<file path="src/serial_cfg_pkg.sv">
// constants, register map and field layout of the serial frame and baud block
`default_nettype none
package serial_cfg_pkg;
    // register byte offsets on the avalon slave
    localparam logic [4:0] OFS_SHARED = 5'h00;
    localparam logic [4:0] OFS_DIV_LOW = 5'h04;
    localparam logic [4:0] OFS_CONTROL = 5'h08;
    localparam logic [4:0] OFS_DATA = 5'h0C;
    localparam logic [4:0] OFS_STATUS = 5'h10;
    // field positions
    localparam int SEL_BIT = 7;
    localparam int CTL_TX_EN = 0;
    localparam int CTL_RX_EN = 1;
    localparam int CTL_SIZE2 = 2;
    localparam int CTL_DOUBLE = 3;
    localparam int CTL_VIEW = 4;
    // reset values
    localparam logic [7:0] FRAME_RESET = 8'h86;
    localparam logic [3:0] DIV_HIGH_RESET = 4'h0;
    localparam logic [7:0] DIV_LOW_RESET = 8'h00;
    localparam logic [4:0] CONTROL_RESET = 5'h00;
    // oversampling counts, last index of each bit period and of each half bit period
    localparam logic [3:0] OVS_NORMAL_LAST = 4'hF;
    localparam logic [3:0] OVS_DOUBLE_LAST = 4'h7;
    localparam logic [3:0] HALF_NORMAL_LAST = 4'h7;
    localparam logic [3:0] HALF_DOUBLE_LAST = 4'h3;
    // fifo shape
    localparam int FIFO_WIDTH = 9;
    localparam int FIFO_DEPTH = 8;
    // frame format register layout
    typedef struct packed {
        logic sel;
        logic sync_mode_select;
        logic [1:0] parity_mode;
        logic stop_count_select;
        logic char_size_bit1;
        logic char_size_bit0;
        logic sync_clock_polarity;
    } frame_format_t;
endpackage
`default_nettype wire

</file>
<file path="src/serial_frame_baud.sv">
// serial transceiver with frame format and baud divisor control
`timescale 1ns/10ps
`default_nettype none
// Overview of operation
// - transmit one stop bit, or two when set
// - receiver ignores stop count select
// - char size code gives 5..9 data bits
// - polarity picks sync transmit and sample edges
// - divisor high view reads select as zero
// - divisor is twelve bits, high plus low
// - low write reloads prescaler at once
// - frame format shares location, select one
// - double speed divides by eight not sixteen
// - sync mode select: zero async, one sync
module serial_frame_baud (
    // clock and reset
    input wire logic CLK,
    input wire logic RST_N,
    // avalon-mm slave
    input wire logic [4:0] AVS_ADDRESS,
    input wire logic AVS_READ,
    input wire logic AVS_WRITE,
    input wire logic [31:0] AVS_WRITEDATA,
    output logic [31:0] AVS_READDATA,
    output logic AVS_WAITREQUEST,
    // serial pins
    input wire logic RXD,
    output logic TXD,
    output logic TXD_OE,
    output logic XCK_O,
    output logic XCK_OE
);
    ////////////////////////////////////////////////////////////////////////////
    logic rst_a, rst_n;  // reset release chain
    serial_cfg_pkg::frame_format_t frame;  // frame format register
    logic [3:0] div_high;  // divisor upper bits
    logic [7:0] div_low;  // divisor lower bits
    logic [4:0] control;  // enables, size bit2, double speed, view
    logic ack;  // answer cycle of a bus access
    logic [11:0] presc;  // baud prescaler
    logic sync_serial_clock;  // sync serial clock level
    logic rx1, rx2, rx3, rxd;  // receive line synchroniser and filtered level
    logic [8:0] rx_data;  // received character
    logic rx_valid, frame_err;  // character waiting, its stop bit was low
    logic tx_busy;  // frame in progress
    // reset released through two flip-flops
    always_ff @(posedge CLK or negedge RST_N) begin
        if (!RST_N) begin
            rst_a <= 1'b0;
            rst_n <= 1'b0;
        end else begin
            rst_a <= 1'b1;
            rst_n <= rst_a;
        end
    end
    ////////////////////////////////////////////////////////////////////////////
    // bus decode
    wire req = AVS_READ | AVS_WRITE;
    wire hit_shared = (AVS_ADDRESS == serial_cfg_pkg::OFS_SHARED);
    wire hit_low = (AVS_ADDRESS == serial_cfg_pkg::OFS_DIV_LOW);
    wire hit_ctl = (AVS_ADDRESS == serial_cfg_pkg::OFS_CONTROL);
    wire hit_data = (AVS_ADDRESS == serial_cfg_pkg::OFS_DATA);
    wire hit_stat = (AVS_ADDRESS == serial_cfg_pkg::OFS_STATUS);
    wire fifo_in_ready;
    wire stall = AVS_WRITE & hit_data & !fifo_in_ready;  // full fifo holds the master
    wire wr_fire = AVS_WRITE & ack;
    wire rd_fire = AVS_READ & ack;
    wire sel_w = AVS_WRITEDATA[serial_cfg_pkg::SEL_BIT];
    wire wr_frame = wr_fire & hit_shared & sel_w;
    wire wr_high = wr_fire & hit_shared & !sel_w;
    wire wr_low = wr_fire & hit_low;
    wire push = wr_fire & hit_data;
    wire pop_rx = rd_fire & hit_data;
    assign AVS_WAITREQUEST = req & !ack;
    // control fields
    wire tx_en = control[serial_cfg_pkg::CTL_TX_EN];
    wire rx_en = control[serial_cfg_pkg::CTL_RX_EN];
    wire dbl = control[serial_cfg_pkg::CTL_DOUBLE];
    wire view_frame = control[serial_cfg_pkg::CTL_VIEW];
    wire sync = frame.sync_mode_select;
    wire [11:0] divisor = {div_high, div_low};
    // read views of the shared location
    wire [7:0] high_view = {1'b0, 3'h0, div_high};
    wire [7:0] frame_view = {1'b1, frame[6:0]};
    wire [7:0] shared_view = view_frame ? frame_view : high_view;
    wire [4:0] fifo_stat;
    wire [31:0] rd_mux = hit_shared ? {24'h0, shared_view} :
                         hit_low ? {24'h0, div_low} :
                         hit_ctl ? {27'h0, control} :
                         hit_data ? {23'h0, rx_data} :
                         hit_stat ? {27'h0, fifo_stat} : 32'h0;
    // one wait cycle per access, longer while the fifo is full
    always_ff @(posedge CLK or negedge rst_n) begin
        if (!rst_n) begin
            ack <= 1'b0;
            AVS_READDATA <= 32'h0;
        end else begin
            ack <= req & !ack & !stall;
            if (AVS_READ & !ack) begin
                AVS_READDATA <= rd_mux;
            end
        end
    end
    // configuration registers
    always_ff @(posedge CLK or negedge rst_n) begin
        if (!rst_n) begin
            frame <= serial_cfg_pkg::FRAME_RESET;
            div_high <= serial_cfg_pkg::DIV_HIGH_RESET;
            div_low <= serial_cfg_pkg::DIV_LOW_RESET;
            control <= serial_cfg_pkg::CONTROL_RESET;
        end else begin
            if (wr_frame) begin
                frame <= AVS_WRITEDATA[7:0];
            end
            if (wr_high) begin
                div_high <= AVS_WRITEDATA[3:0];
            end
            if (wr_low) begin
                div_low <= AVS_WRITEDATA[7:0];
            end
            if (wr_fire & hit_ctl) begin
                control <= AVS_WRITEDATA[4:0];
            end
        end
    end
    ////////////////////////////////////////////////////////////////////////////
    // character size decode, reserved codes fall back to eight
    wire [2:0] size_code = {control[serial_cfg_pkg::CTL_SIZE2], frame.char_size_bit1, frame.char_size_bit0};
    logic [3:0] nbits;
    always_comb begin
        case (size_code)
            3'h0: nbits = 4'h5;
            3'h1: nbits = 4'h6;
            3'h2: nbits = 4'h7;
            3'h7: nbits = 4'h9;
            default: nbits = 4'h8;
        endcase
    end
    // prescaler, one tick every divisor plus one cycles
    wire tick = (presc == 12'h000);
    always_ff @(posedge CLK or negedge rst_n) begin
        if (!rst_n) begin
            presc <= 12'h000;
            sync_serial_clock <= 1'b0;
        end else begin
            if (wr_low) begin
                presc <= {div_high, AVS_WRITEDATA[7:0]};
            end else if (tick) begin
                presc <= divisor;
            end else begin
                presc <= presc - 1'b1;
            end
            if (tick & sync) begin
                sync_serial_clock <= !sync_serial_clock;
            end else if (!sync) begin
                sync_serial_clock <= frame.sync_clock_polarity;
            end
        end
    end
    // sync edges, polarity zero shifts on rising and samples on falling
    wire sync_tx_edge = sync & tick & (sync_serial_clock == frame.sync_clock_polarity);
    wire sync_rx_edge = sync & tick & (sync_serial_clock != frame.sync_clock_polarity);
    wire [3:0] ovs_last = dbl ? serial_cfg_pkg::OVS_DOUBLE_LAST : serial_cfg_pkg::OVS_NORMAL_LAST;
    wire [3:0] half_last = dbl ? serial_cfg_pkg::HALF_DOUBLE_LAST : serial_cfg_pkg::HALF_NORMAL_LAST;
    assign XCK_O = sync_serial_clock;
    assign XCK_OE = sync & tx_en;
    ////////////////////////////////////////////////////////////////////////////
    // transmit fifo and shifter
    wire fifo_out_valid;
    wire [8:0] fifo_out_data;
    logic tx_pop;
    serial_fifo #(
        .WIDTH(serial_cfg_pkg::FIFO_WIDTH),
        .DEPTH(serial_cfg_pkg::FIFO_DEPTH)
    ) tx_fifo (
        .clk(CLK),
        .rst_n(rst_n),
        .in_valid(push),
        .in_ready(fifo_in_ready),
        .in_data(AVS_WRITEDATA[8:0]),
        .out_valid(fifo_out_valid),
        .out_ready(tx_pop),
        .out_data(fifo_out_data)
    );
    assign fifo_stat = {tx_busy, !fifo_in_ready, !fifo_out_valid, frame_err, rx_valid};
    typedef enum logic [1:0] {TX_IDLE, TX_DATA, TX_STOP} tx_state_t;
    tx_state_t tx_state;
    logic [3:0] tx_sub, tx_cnt;  // async oversample count, data bits sent
    logic [8:0] tx_sh;  // data shifter
    logic tx_stop_left;  // second stop bit pending
    wire tx_bit = sync ? sync_tx_edge : (tick & (tx_sub == ovs_last));
    assign tx_pop = tx_bit & (tx_state == TX_IDLE) & tx_en & fifo_out_valid;
    assign TXD_OE = tx_en;
    assign tx_busy = (tx_state != TX_IDLE);
    // async bit timing
    always_ff @(posedge CLK or negedge rst_n) begin
        if (!rst_n) begin
            tx_sub <= 4'h0;
        end else if (tick) begin
            tx_sub <= (tx_sub >= ovs_last) ? 4'h0 : tx_sub + 1'b1;
        end
    end
    // frame sequence: start, data lsb first, stop bits
    always_ff @(posedge CLK or negedge rst_n) begin
        if (!rst_n) begin
            tx_state <= TX_IDLE;
            TXD <= 1'b1;
            tx_sh <= 9'h000;
            tx_cnt <= 4'h0;
            tx_stop_left <= 1'b0;
        end else if (tx_bit) begin
            case (tx_state)
                TX_IDLE: begin
                    TXD <= 1'b1;
                    if (tx_pop) begin
                        TXD <= 1'b0;  // start bit
                        tx_sh <= fifo_out_data;
                        tx_cnt <= 4'h0;
                        tx_state <= TX_DATA;
                    end
                end
                TX_DATA: begin
                    TXD <= tx_sh[0];
                    tx_sh <= {1'b0, tx_sh[8:1]};
                    tx_cnt <= tx_cnt + 1'b1;
                    if (tx_cnt == nbits - 1'b1) begin
                        tx_state <= TX_STOP;
                        tx_stop_left <= frame.stop_count_select;
                    end
                end
                TX_STOP: begin
                    TXD <= 1'b1;
                    if (tx_stop_left) begin
                        tx_stop_left <= 1'b0;
                    end else begin
                        tx_state <= TX_IDLE;
                    end
                end
                default: tx_state <= TX_IDLE;
            endcase
        end
    end
    ////////////////////////////////////////////////////////////////////////////
    // receive line synchroniser, level changes once stages two and three agree
    always_ff @(posedge CLK or negedge rst_n) begin
        if (!rst_n) begin
            rx1 <= 1'b1;
            rx2 <= 1'b1;
            rx3 <= 1'b1;
            rxd <= 1'b1;
        end else begin
            rx1 <= RXD;
            rx2 <= rx1;
            rx3 <= rx2;
            if (rx2 == rx3) begin
                rxd <= rx3;
            end
        end
    end
    typedef enum logic [1:0] {RX_IDLE, RX_START, RX_DATA, RX_STOP} rx_state_t;
    rx_state_t rx_state;
    logic [3:0] rx_sub, rx_cnt;  // oversample count, data bits taken
    logic [8:0] rx_sh;  // incoming shifter
    logic rx_done, rx_ferr;  // character complete this cycle, its stop bit was low
    wire rx_bit = sync ? sync_rx_edge : (tick & (rx_sub == ovs_last));
    wire [8:0] rx_aligned = rx_sh >> (4'h9 - nbits);
    // receiver, stop count select never consulted
    always_ff @(posedge CLK or negedge rst_n) begin
        if (!rst_n) begin
            rx_state <= RX_IDLE;
            rx_sub <= 4'h0;
            rx_cnt <= 4'h0;
            rx_sh <= 9'h000;
            rx_done <= 1'b0;
            rx_ferr <= 1'b0;
        end else begin
            rx_done <= 1'b0;
            if (tick & (rx_state != RX_IDLE)) begin
                rx_sub <= (rx_sub >= ovs_last) ? 4'h0 : rx_sub + 1'b1;
            end
            case (rx_state)
                RX_IDLE: begin
                    rx_sub <= 4'h0;
                    rx_cnt <= 4'h0;
                    if (rx_en & sync & sync_rx_edge & !rxd) begin
                        rx_state <= RX_DATA;
                    end else if (rx_en & !sync & !rxd) begin
                        rx_state <= RX_START;
                    end
                end
                RX_START: begin
                    if (tick & (rx_sub == half_last)) begin
                        rx_sub <= 4'h0;  // realign to bit centre
                        rx_state <= rxd ? RX_IDLE : RX_DATA;
                    end
                end
                RX_DATA: begin
                    if (rx_bit) begin
                        rx_sh <= {rxd, rx_sh[8:1]};
                        rx_cnt <= rx_cnt + 1'b1;
                        if (rx_cnt == nbits - 1'b1) begin
                            rx_state <= RX_STOP;
                        end
                    end
                end
                RX_STOP: begin
                    if (rx_bit) begin
                        rx_ferr <= !rxd;  // only the first stop bit is checked
                        rx_done <= 1'b1;
                        rx_state <= RX_IDLE;
                    end
                end
                default: rx_state <= RX_IDLE;
            endcase
        end
    end
    // receive holding register, a new character wins over a read
    always_ff @(posedge CLK or negedge rst_n) begin
        if (!rst_n) begin
            rx_data <= 9'h000;
            rx_valid <= 1'b0;
            frame_err <= 1'b0;
        end else if (rx_done) begin
            rx_data <= rx_aligned;
            rx_valid <= 1'b1;
            frame_err <= rx_ferr;
        end else if (pop_rx | !rx_en) begin
            rx_valid <= 1'b0;
            frame_err <= 1'b0;
        end
    end
endmodule
`default_nettype wire

</file>
<file path="src/serial_fifo.sv">
// parameterised valid/ready fifo
`timescale 1ns/10ps
`default_nettype none
module serial_fifo #(
    parameter int WIDTH = 9,
    parameter int DEPTH = 8
) (
    // clock and reset
    input wire logic clk,
    input wire logic rst_n,
    // fill side
    input wire logic in_valid,
    output logic in_ready,
    input wire logic [WIDTH-1:0] in_data,
    // drain side
    output logic out_valid,
    input wire logic out_ready,
    output logic [WIDTH-1:0] out_data
);
    localparam int AW = $clog2(DEPTH);
    logic [WIDTH-1:0] mem [DEPTH];  // storage
    logic [AW:0] wptr;  // write pointer with wrap bit
    logic [AW:0] rptr;  // read pointer with wrap bit
    wire push = in_valid & in_ready;
    wire pop = out_valid & out_ready;
    // full when pointers differ only in wrap bit
    assign in_ready = !((wptr[AW] != rptr[AW]) && (wptr[AW-1:0] == rptr[AW-1:0]));
    assign out_valid = (wptr != rptr);
    assign out_data = mem[rptr[AW-1:0]];
    // storage write
    always_ff @(posedge clk) begin
        if (push) begin
            mem[wptr[AW-1:0]] <= in_data;
        end
    end
    // pointer update
    always_ff @(posedge clk or negedge rst_n) begin
        if (!rst_n) begin
            wptr <= '0;
            rptr <= '0;
        end else begin
            if (push) begin
                wptr <= wptr + 1'b1;
            end
            if (pop) begin
                rptr <= rptr + 1'b1;
            end
        end
    end
endmodule
`default_nettype wire

</file>
<file path="config.mk">
export PLATFORM = sky130hd
export DESIGN_NAME = serial_frame_baud
export DESIGN_NICKNAME = d
export VERILOG_FILES = /design/src/serial_cfg_pkg.sv /design/src/serial_frame_baud.sv /design/src/serial_fifo.sv
export SDC_FILE = /design/constraint.sdc
export NUM_CORES = 1
export LEC_CHECK = 0
export ABC_AREA = 1
export ABC_CLOCK_PERIOD_IN_PS = 4660
export BUFFER_PORTS_ARGS = -buffer_cell sky130_fd_sc_hd__buf_2
export CAP_MARGIN = 15
export CORE_MARGIN = 3
export CORE_UTILIZATION = 60
export CTS_BUF_LIST = sky130_fd_sc_hd__clkbuf_8 sky130_fd_sc_hd__clkbuf_16
export DETAILED_ROUTE_END_ITERATION = 16
export MAX_ROUTING_LAYER = met4
export PLACE_DENSITY = 0.83
export SLEW_MARGIN = 10
export SYNTH_ARGS = -nofsm -noshare
export SYNTH_HDL_FRONTEND = slang
export SYNTH_HIERARCHICAL = 1
export SYNTH_SLANG_ARGS = --single-unit
</file>
<file path="constraint.sdc">
create_clock -name CLK -period 4.66 [get_ports CLK]
set_input_delay 1.165 -clock CLK [delete_from_list [all_inputs] [get_ports CLK]]
set_output_delay 1.165 -clock CLK [all_outputs]
set_load 0.01 [all_outputs]
</file>
==> summary.md, run 1 <==
| Metric | Value |
|---|---|
| Critical Path Start Type | primary input |
| Initial antenna violation count | 0 |
| Hold Path Class | flip-flop to flip-flop |
| TritonCTS clock tree | yes |
| I/O pin cnt | 79 |
| Asr flop ratio synth | 61.29% |
| Fin Hold WS | 352.7 ps |
| Logic pwr share | around a tenth |
| Distinct cells, synth | 49 |
| Commonest cells after routing, fill and taps aside | nand2_1 (248), nor2_1 (110), dfrtp_1 (106), inv_1 (89), o21ai_0 (85) |
| Grt total ovfl | 0 |
| Clk Latency, worst-skew pair | 430 ps |
| Post-placement cell area | slightly above 9000 um^2 |
| CP max stage cell | nor2_1 |
| Leak | 4.419 nW |
| Synthesized netlist cell count | 1,008 |
| CTS clk-pin slew, worst paths | 60 ps |
| Vias in the first global route | 6,588 |
| DR WL/cell | 16.34 um |
| Rel. slew slack | between 20% and 30% |
| # DRC | 0 |
| CTS buffer count | 17 |
| Via density | 5.737 |
| Synth area leaders | dfrtp_1 (29%), edfxtp_1 (24%), nand2_1 (10%), o21ai_0 (4.7%), nor2_1 (4.5%) |
| Post-synth top area cell | dfrtp_1 |
| Mapped cell area | 9109 um^2 |
| Most used cell, CP | nor2_1 |
| Antenna cells | 0 |
| Sink Count | 186 |
| Critical path class | primary input to flip-flop |
| Peak Freq | 304.6 MHz |
| Crit path DAT | 3330 ps |
| H-tree level count | 4 |
| Post-synth top area share | around 29% |
| Fin. max-slew vios | 0 |
| Final instance area | between 9000 and 10,000 um^2 |
| Endpoints failing setup | 0 |
| Most used DFF post-synth | dfrtp_1 |
| Seq cells post-synth | around 190 |
| CP Capture Type | flip-flop |
| CP top delay family | simple AND/OR/NAND/NOR gates |
| Tot GR Track Use | 25.81% |
| Worst-Margin Slew | 1059 ps |
| Final setup TNS | 0 ps |
| Fill cell count | 1,078 |
| Power per cell area | between 300 and 400 nW/um^2 |
| MaxCap Viol Count | 0 |
| WP buf/inv | 1 |
| Via count | a little over 7,000 |
| Core area | roughly 15,000 um^2 |
| Worst-path cell chain | buf_2 -> nor2_1 -> nand3_1 -> nor2_1 -> nand3_2 -> nor2_1 |
| First-pass GRT wire length | 32,570 um |
| Clock skew | around 8.5 ps |
| Die height | ~130 um |
| DIE AREA | 16,700 um^2 |
| Port bufs | 32 |
| FP Rows | 44 |
| Post-layout minimum cycle time | 3283 ps |
| Register area | roughly 5000 um^2 |
| DP Wirelength | 13,920 um |
| Fin. Hold Viols | 0 |
| Max incr delay on CP | roughly 740 ps |
| Final nets | approximately 1,100 |
| Max Fanout on Critical Path | 9 |
| Sequential share of the synthesized area | 55.15% |
| Root Buffer Master | clkbuf_16 |
| Initial core utilization | 61.97% |
| RSZ-0062 raised after global routing | no |
| YS warnings | 6 |
| Pint | 2.762 mW |
| Final WL | 20,100 um |
| Placer Congestion | 0.9780 |
| CP required | 4700 ps |
| EDFF count, synth | a little over 70 |
| Ratio of cells with drive above 1 in the final layout | 10.71% |
| Avg Inst Size Synth | 9.036 um^2 |
| Area of the multi-input gates | 3476 um^2 |
| CTS max path bufs | 2 |
| Drt pass-1 iters | 5 |
| Commonest non-fill, non-tap cell in the layout | nand2_1 |
| Final Cycle Share | slightly above 70% |
| VDD IR max | between 0.2 and 0.3 mV |
| Antenna-violating nets left | 0 |
| Seq pwr share | 50.9% |
| # resized after CTS | 0 |
| Clock network power share | 38.5% |
| CTS Hold Bufs | 0 |
| Pin count of the biggest net entering global routing | 83 |
| Initial DRC count | 716 |
| Sw Share | 25.35% |
| Die width | 129.2 um |
| Postcts setup bufs | 0 |
| Area Overhead vs Synth | 8.228% |
| Psw | about 940 uW |
| Status | finished, final reports clean |
registers in the layout, summed over array words and instances, names as in the netlist, 5 cells and up:
signal / count
frame: 6
tx_fifo/mem: 72
control: 5
div_low: 8
rx_sh: 9
tx_sh: 9
rx_data: 9
presc: 12
AVS_READDATA: 9
cells by family (layout without fill, tap and decap cells):
family | after synthesis | in the layout | share of synthesized area [%]
flip-flops | 186 | 186 | 55.15
XOR/XNOR | 19 | 19 | 1.827
buffers and inverters | 147 | 163 | 7.596
AO/OA/AOI/OAI | 181 | 181 | 11.15
adder cells (fa/ha/maj) | 15 | 15 | 2.033
multiplexers | 2 | 2 | 0.2335
AND/OR/NAND/NOR | 456 | 456 | 21.92
other | 2 | 24 | 0.08245
area by class of cell:
type	instances	area share, %
inverters	98	3.731
repair buffers	34	1.777
well taps	184	2.335
clock buffers	17	4.315
flip-flops and latches	186	51.00
clock inverters	14	1.586
multi-input cells	697	35.26
routing by layer:
metal  track usage (%)  wire (um)  vias to the layer above
met5                 -          0                        -
met4             9.080        379                        0
met3             6.389       1714                       37
met2             38.32       9377                      314
met1             35.03       8627                     3344
li1                  -          -                     3362
through the flow:
stage | setup WS (ps) | util (%) | power [mW] | instances
2_1_floorplan | 1261 | - | 2.193 | 1030
3_3_place_gp | 1087 | 63.11 | 2.281 | 1199
3_5_place_dp | 1037 | 63.11 | 2.296 | 1199
4_1_cts | 1478 | 67.07 | 3.711 | 1230
5_1_grt | 1316 | 67.07 | 3.845 | 1230
6_report | 1377 | 67.07 | 3.700 | 1230
path summary, 6_finish.rpt:
| check | start | slack, ps | cells after the start | endpoint |
|---|---|---|---|---|
| min in group asynchronous | RST_N | 520 | 1 | rst_n |
| max in group asynchronous | rst_n | 3130 | 1 | AVS_READDATA[0] |
| hold reg to reg | rst_a | 350 | 0 | rst_n |
| setup reg to reg | tx_fifo/rptr[0] | 1640 | 11 | tx_fifo/rptr[0] |
| setup / recovery | AVS_ADDRESS[1] | 1380 | 6 | tx_fifo/mem[4][6] |
| hold / removal | rst_a | 350 | 0 | rst_n |
synth_stat cells, drive strengths merged, types with 4 or more instances:
library cell and n:
nand4 9, or2 4, edfxtp 72, nand2 258, o211ai 9, ha 14
xor2 10, nand3 54, dfstp 7, nor3 8, a31oi 14, nor2 120
inv 97, dfrtp 107, a21oi 21, o21ai 99, buf 41, clkbuf 8
o22ai 29, xnor2 9
power by group through the flow:
stage	clock network, mW	registers [mW]	logic (mW)
finish	1.42	1.88	0.393
global placement	0	1.91	0.370
floorplan	0	1.90	0.297
CTS	1.44	1.88	0.390
global route	1.50	1.90	0.445
detailed placement	0	1.91	0.384
Note: power is estimated with default switching activity, not from simulation.
==> run 2, diff against run 1 <==
--- a/config.mk
+++ b/config.mk
@@ -5,8 +5,8 @@
 export SDC_FILE = /design/constraint.sdc
 export NUM_CORES = 1
 export LEC_CHECK = 0
-export ABC_AREA = 1
-export ABC_CLOCK_PERIOD_IN_PS = 4660
+export ABC_AREA = 0
+export ABC_CLOCK_PERIOD_IN_PS = 3200
 export BUFFER_PORTS_ARGS = -buffer_cell sky130_fd_sc_hd__buf_2
 export CAP_MARGIN = 15
 export CORE_MARGIN = 3
==> constraint.sdc (replaced) <==
create_clock -name CLK -period 3.2 [get_ports CLK]
set_input_delay 0.8 -clock CLK [delete_from_list [all_inputs] [get_ports CLK]]
set_output_delay 0.8 -clock CLK [all_outputs]
set_load 0.01 [all_outputs]
==> summary.md, run 2 <==
| Metric | Value |
|---|---|
| Mapped cell area | 9326 um^2 (was 9109 um^2) |
| Postcts setup bufs | 0 (unchanged) |
| Dpl ws | 307.5 ps (was 1037 ps) |
| Fin util | 68.60% (was 67.07%) |
| Clock network power share | 36.4% (was 38.5%) |
| Avg Inst Size Synth | 11.67 um^2 (was 9.036 um^2) |
| Power per cell area | 544.7 nW/um^2 (was 375.3 nW/um^2) |
| Fin. Hold Viols | 0 (unchanged) |
| Via count | 6,608 (was 7,057) |
| Critical path class | flip-flop to flip-flop (was primary input to flip-flop) |
| Peak Freq | 337.9 MHz |
| Psw | 1.549 mW (was 938.0 uW) |
| Sink Count | 186 (unchanged) |
| Clock skew | 14.27 ps (was 8.537 ps) |
| Cells after DPL | 995 (was 1,199) |
| MaxCap Viol Count | 0 (unchanged) |
| FP Rows | 44 (unchanged) |
| Area Overhead vs Synth | 9.337% (was 8.228%) |
| DP Wirelength | 14,400 um (was 13,920 um) |
| CTS clk-pin slew, worst paths | 70 ps (was 60 ps) |
| Max reg flops | 72 (unchanged) |
| Max Fanout on Critical Path | 16 (was 9) |
| CTS Hold Bufs | 0 (unchanged) |
| CP Capture Type | flip-flop (unchanged) |
| # DRC | 0 (unchanged) |
| Port bufs | 32 (unchanged) |
| H-tree level count | 4 (unchanged) |
| Logic pwr share | 12.3% (was 10.6%) |
| Clk Latency, worst-skew pair | 430 ps (about the same) |
| Root Buffer Master | clkbuf_16 (unchanged) |
| Final setup TNS | 0 ps (unchanged) |
| Antenna-violating nets left | 0 (unchanged) |
| Finished Layout Cells | 1,026 (was 1,230) |
| Grt total ovfl | 0 (unchanged) |
| Initial antenna violation count | 0 (unchanged) |
| Drt pass-1 iters | 6 (was 5) |
| Final nets | 886 (was 1,090) |
| Most common cell in the netlist | dfrtp_1 (was nand2_1) |
| Hold Path Class | primary input to asynchronous set/reset pin (was flip-flop to flip-flop) |
| Sw Share | 27.88% (was 25.35%) |
| # resized after CTS | 0 (unchanged) |
| DR WL/cell | 20.64 um (was 16.34 um) |
| Die height | 130.7 um (was 129.2 um) |
| Synth area leaders | dfrtp_1 (29%), edfxtp_1 (23%), mux4_2 (4.3%), mux2_2 (4.0%), nand2_1 (3.4%) (was dfrtp_1 (29%), edfxtp_1 (24%), nand2_1 (10%), o21ai_0 (4.7%), nor2_1 (4.5%)) |
| CTS max path bufs | 2 (unchanged) |
| Pin count of the biggest net entering global routing | 66 (was 83) |
| Seq cells post-synth | 186 (unchanged) |
| VDD IR max | 0.3686 mV (was 0.2797 mV) |
| Sequential share of the synthesized area | 53.86% (was 55.15%) |
| Initial DRC count | 675 (was 716) |
| Fill cell count | 1,032 (was 1,078) |
| TritonCTS clock tree | yes (unchanged) |
| First-pass GRT wire length | 34,130 um (was 32,570 um) |
| Rel. slew slack | 46.46% (was 29.40%) |
| DIE AREA | 17,080 um^2 (was 16,700 um^2) |
| Antenna cells | 0 (unchanged) |
| Total power | 5.555 mW (was 3.700 mW) |
| EDFF count, synth | 72 (unchanged) |
| Seq pwr share | 51.3% (was 50.9%) |
| Post-synth top area cell | dfrtp_1 (unchanged) |
| Placer Congestion | 0.9279 (was 0.9780) |
| Commonest non-fill, non-tap cell in the layout | dfrtp_1 (was nand2_1) |
| CTS buffer count | 17 (unchanged) |
| Core area | 14,860 um^2 (was 14,700 um^2) |
| Worst-Margin Slew | 796.9 ps (was 1059 ps) |
| Initial core utilization | 62.74% (was 61.97%) |
| Leak | 4.162 nW (was 4.419 nW) |
| Commonest cells after routing, fill and taps aside | dfrtp_1 (106), nand2_1 (84), edfxtp_1 (72), nor2_1 (43), o21ai_0 (40) (was nand2_1 (248), nor2_1 (110), dfrtp_1 (106), inv_1 (89), o21ai_0 (85)) |
| Endpoints failing setup | 0 (unchanged) |
| Asr flop ratio synth | 61.29% (unchanged) |
| YS warnings | 6 (unchanged) |
| Tot GR Track Use | 26.97% (was 25.81%) |
| Fin Hold WS | 141.7 ps (was 352.7 ps) |
| Critical Path Start Type | flip-flop (was primary input) |
| Slack of the critical path | 240.8 ps (was 1377 ps) |
| I/O pin cnt | 79 (unchanged) |
| Die width | 130.7 um (was 129.2 um) |
| Most used DFF post-synth | dfrtp_1 (unchanged) |
| Final instance area | 10,200 um^2 (was 9858 um^2) |
| Fin. max-slew vios | 0 (unchanged) |
| Pint | 4.006 mW (was 2.762 mW) |
| Synthesized netlist cell count | 799 (was 1,008) |
| Vias in the first global route | 6,542 (was 6,588) |
| Ratio of cells with drive above 1 in the final layout | 19.71% (was 10.71%) |
| Via density | 6.441 (was 5.737) |
| Status | finished, final reports clean (unchanged) |
| Crit path DAT | 3270 ps (was 3330 ps) |
| Commonest cells in the netlist | dfrtp_1 (107), nand2_1 (84), edfxtp_1 (72) (was nand2_1 (248), nor2_1 (110), dfrtp_1 (107)) |
| Post-layout minimum cycle time | 2959 ps |
| Post-placement cell area | 9634 um^2 (was 9276 um^2) |
| Final Cycle Share | 92.47% |
| RSZ-0062 raised after global routing | no (unchanged) |
| CP required | 3510 ps (was 4700 ps) |
| Post-synth top area share | 28.71% (was 29.40%) |
| Final WL | 21,180 um (was 20,100 um) |
| Distinct cells, synth | 81 (was 49) |
run 2: cell families (layout without fill, tap and decap cells):
logic type	after synthesis	after routing	synth area share (%)
simple gates	242	242	13.39
flops	186	186	53.86
compound gates	176	176	13.22
buf+inv	87	108	4.829
mux	69	69	10.33
xor+xnor	22	22	2.308
fa+ha+maj	15	15	1.986
other cells	2	24	0.08052
run 2: final timing paths:
| check | slack, ps | startpoint | endpoint | cells after the start |
|---|---|---|---|---|
| max in group asynchronous | 2040 | rst_n | TXD | 1 |
| setup reg to reg | 240 | tx_fifo/wptr[0] | tx_cnt[0] | 7 |
| hold / removal | 140 | RST_N | rst_a | 1 |
| hold reg to reg | 350 | rst_n | AVS_READDATA[0] | 0 |
| setup / recovery | 240 | tx_fifo/wptr[0] | tx_cnt[0] | 7 |
| min in group CLK | 360 | rx1 | rx2 | 0 |
run 2: worst max-delay path, stage by stage (launching register included):
cell	delay, ps
dfrtp_1	630
xor2_2	270
or3_1	450
or2_2	330
nand3_1	220
o21ai_0	160
and3_1	390
mux2_1	380
run 2: layout make-up:
class / instances / area [um^2] / share of cell area (%)
clock inverter: 14 / 137.6 / 1.350
timing repair buffer: 52 / 322.8 / 3.166
clock buffer: 17 / 425.4 / 4.172
multi-input combinational: 548 / 3960 / 38.83
inverter: 25 / 93.84 / 0.9202
tap: 184 / 230.2 / 2.258
sequential: 186 / 5027 / 49.30
run 2: power by group through the flow:
stage          Combinational [mW]  Clock (mW)  Sequential, mW
6_report                    0.683        2.02            2.85
5_1_grt                     0.768        2.14            2.87
3_3_place_gp                0.639           0            2.87
4_1_cts                     0.679        2.04            2.84
3_5_place_dp                0.672           0            2.89
2_1_floorplan               0.563           0            2.81
run 2: routing by layer:
layer  share of wire, %  GRT usage, %
met1                 41         34.87
met2                 51         44.34
met3                5.6         3.780
met4                1.9         9.195
met5                  0             -
==> run 3, diff against run 2 <==
--- a/config.mk
+++ b/config.mk
@@ -18,5 +18,4 @@
 export SLEW_MARGIN = 10
 export SYNTH_ARGS = -nofsm -noshare
 export SYNTH_HDL_FRONTEND = slang
-export SYNTH_HIERARCHICAL = 1
 export SYNTH_SLANG_ARGS = --single-unit
==> summary.md, run 3 <==
| Metric | Value |
|---|---|
| Fin. Hold Viols | 0 (unchanged) |
| Fill cell count | 1,028 (was 1,032) |
| YS warnings | 0 (was 6) |
| Final Cycle Share | 85.07% (was 92.47%) |
| Commonest cells in the netlist | dfrtp_1 (107), nand2_1 (87), edfxtp_1 (72) (was dfrtp_1 (107), nand2_1 (84), edfxtp_1 (72)) |
| DIE AREA | 16,740 um^2 (was 17,080 um^2) |
| Final nets | 874 (was 886) |
| Vias in the first global route | 6,294 (was 6,542) |
| Postcts setup bufs | 0 (unchanged) |
| Seq pwr share | 49.4% (was 51.3%) |
| Status | finished, final reports clean (unchanged) |
| Peak Freq | 367.3 MHz (was 337.9 MHz) |
| Avg Inst Size Synth | 11.65 um^2 (was 11.67 um^2) |
| CTS Hold Bufs | 0 (unchanged) |
| Final setup TNS | 0 ps (unchanged) |
| Root Buffer Master | clkbuf_16 (unchanged) |
| Post-synth top area cell | dfrtp_1 (unchanged) |
| First-pass GRT wire length | 32,950 um (was 34,130 um) |
| Antenna-violating nets left | 0 (unchanged) |
| Crit path DAT | 3070 ps (was 3270 ps) |
| Grt total ovfl | 0 (unchanged) |
| Worst-Margin Slew | 677.9 ps (was 796.9 ps) |
| Clk Latency, worst-skew pair | 440 ps (was 430 ps) |
| DP Wirelength | 13,730 um (was 14,400 um) |
| MaxCap Viol Count | 0 (unchanged) |
| Psw | 1.662 mW (was 1.549 mW) |
| Critical Path Start Type | flip-flop (unchanged) |
| Commonest cells after routing, fill and taps aside | dfrtp_1 (106), nand2_1 (87), edfxtp_1 (72), nor2_1 (57), o21ai_0 (49) (was dfrtp_1 (106), nand2_1 (84), edfxtp_1 (72), nor2_1 (43), o21ai_0 (40)) |
| Clock skew | 13.89 ps (was 14.27 ps) |
| Tot GR Track Use | 26.62% (was 26.97%) |
| Core area | 14,700 um^2 (was 14,860 um^2) |
| Post-layout minimum cycle time | 2722 ps (was 2959 ps) |
| EDFF count, synth | 72 (unchanged) |
| VDD IR max | 0.5389 mV (was 0.3686 mV) |
| Port bufs | 32 (unchanged) |
| CTS clk-pin slew, worst paths | 80 ps (was 70 ps) |
| Placer Congestion | 0.9727 (was 0.9279) |
| Asr flop ratio synth | 61.29% (unchanged) |
| CP required | 3550 ps (was 3510 ps) |
| Initial antenna violation count | 0 (unchanged) |
| Antenna cells | 0 (unchanged) |
| CTS buffer count | 17 (unchanged) |
| Final WL | 20,580 um (was 21,180 um) |
| # DRC | 0 (unchanged) |
| Fin Hold WS | 131.8 ps (was 141.7 ps) |
| Area Overhead vs Synth | 9.887% (was 9.337%) |
| Leak | 4.140 nW (was 4.162 nW) |
| CP Capture Type | flip-flop (unchanged) |
| Initial core utilization | 62.16% (was 62.74%) |
| Die width | 129.4 um (was 130.7 um) |
| Mapped cell area | 9136 um^2 (was 9326 um^2) |
| FP Rows | 44 (unchanged) |
| Pin count of the biggest net entering global routing | 69 (was 66) |
| Ratio of cells with drive above 1 in the final layout | 19.61% (was 19.71%) |
| Sequential share of the synthesized area | 54.98% (was 53.86%) |
| Post-synth top area share | 29.31% (was 28.71%) |
| DR WL/cell | 20.27 um (was 20.64 um) |
| Rel. slew slack | 54.46% (was 46.46%) |
| RSZ-0062 raised after global routing | no (unchanged) |
| Logic pwr share | 12.9% (was 12.3%) |
| Pint | 4.022 mW (was 4.006 mW) |
| Seq cells post-synth | 186 (unchanged) |
| Via count | 6,349 (was 6,608) |
| Synthesized netlist cell count | 784 (was 799) |
| Via density | 6.255 (was 6.441) |
| Die height | 129.4 um (was 130.7 um) |
| Fin. max-slew vios | 0 (unchanged) |
| H-tree level count | 4 (unchanged) |
| Most common cell in the netlist | dfrtp_1 (unchanged) |
| Endpoints failing setup | 0 (unchanged) |
| Critical path class | flip-flop to flip-flop (unchanged) |
| TritonCTS clock tree | yes (unchanged) |
| # resized after CTS | 0 (unchanged) |
| Power per cell area | 566.2 nW/um^2 (was 544.7 nW/um^2) |
| I/O pin cnt | 79 (unchanged) |
| Sw Share | 29.24% (was 27.88%) |
| Synth area leaders | dfrtp_1 (29%), edfxtp_1 (24%), mux4_2 (4.7%), mux2_2 (4.6%), nand2_1 (3.6%) (was dfrtp_1 (29%), edfxtp_1 (23%), mux4_2 (4.3%), mux2_2 (4.0%), nand2_1 (3.4%)) |
| Most used DFF post-synth | dfrtp_1 (unchanged) |
| Clock network power share | 37.7% (was 36.4%) |
| Initial DRC count | 523 (was 675) |
| Dpl ws | 306.4 ps (was 307.5 ps) |
| Drt pass-1 iters | 7 (was 6) |
| Max Fanout on Critical Path | 17 (was 16) |
| Max reg flops | 72 (unchanged) |
| Sink Count | 186 (unchanged) |
| Hold Path Class | primary input to asynchronous set/reset pin (unchanged) |
| Commonest non-fill, non-tap cell in the layout | dfrtp_1 (unchanged) |
| Distinct cells, synth | 77 (was 81) |
| CTS max path bufs | 2 (unchanged) |
| Slack of the critical path | 477.6 ps (was 240.8 ps) |
## run 3: final cells by class
| type | instances | area, um^2 | area share [%] |
|---|---|---|---|
| Inverter | 26 | 97.59 | 0.9721 |
| Tap cell | 184 | 230.2 | 2.293 |
| Sequential cell | 186 | 5027 | 50.07 |
| Multi-Input combinational cell | 536 | 3767 | 37.53 |
| Clock buffer | 17 | 425.4 | 4.237 |
| Timing Repair Buffer | 51 | 315.3 | 3.141 |
| Clock inverter | 15 | 176.4 | 1.757 |
## run 3: layer usage
| metal | GRT usage [%] | vias to the layer above | routed length (um) |
|---|---|---|---|
| met1 | 34.51 | 3126 | 8493 |
| met3 | 5.441 | 58 | 1476 |
| met2 | 41.77 | 280 | 10010 |
| met5 | - | - | 0 |
| met4 | 10.38 | 0 | 597 |
| li1 | - | 2885 | - |
## run 3: critical path, cell delays in order, from the launching register on
cell	delay (ps)
dfstp_2	750
xnor2_1	120
nor2_1	250
inv_2	140
ha_1	440
or3_1	490
o32a_1	360
o21ai_0	80
## run 3: power by group through the flow
| stage | Combinational, mW | Clock [mW] | Sequential [mW] |
|---|---|---|---|
| 4_1_cts | 0.723 | 2.16 | 2.80 |
| 6_report | 0.731 | 2.14 | 2.81 |
| 5_1_grt | 0.809 | 2.26 | 2.82 |
| 2_1_floorplan | 0.538 | 0 | 2.79 |
| 3_5_place_dp | 0.708 | 0 | 2.84 |
| 3_3_place_gp | 0.664 | 0 | 2.83 |
## run 3: metrics by stage
stage / cell area [um^2] / total power, mW / utilization [%] / std cells
3_3_place_gp: 9438 / 3.490 / 64.21 / 983
5_1_grt: 10040 / 5.885 / 68.30 / 1015
2_1_floorplan: 9220 / 3.328 / - / 806
6_report: 10040 / 5.684 / 68.30 / 1015
3_5_place_dp: 9438 / 3.548 / 64.21 / 983
4_1_cts: 10040 / 5.682 / 68.30 / 1015
## run 3: kinds of logic (layout without fill, tap and decap cells)
group	count (synthesis)	after routing	synth area share, %
AND/OR/NAND/NOR	245	245	13.75
flip-flops	186	186	54.98
AO/OA/AOI/OAI	145	145	10.05
buffers and inverters	84	109	4.684
multiplexers	77	77	11.54
XOR/XNOR	30	30	2.876
adder cells (fa/ha/maj)	15	15	2.027
other	2	24	0.08220
## run 3: worst paths after layout
kind                       startpoint          to  slack (ps)  depth (start not counted)
setup / recovery             frame[1]  rx_data[1]         480                          7
hold / removal                  RST_N       rst_n         130                          1
setup reg to reg             frame[1]  rx_data[1]         480                          7
hold reg to reg                 rst_n    presc[8]         340                          0
max in group asynchronous       rst_n         TXD        2030                          1
min in group CLK                  rx1         rx2         350                          0
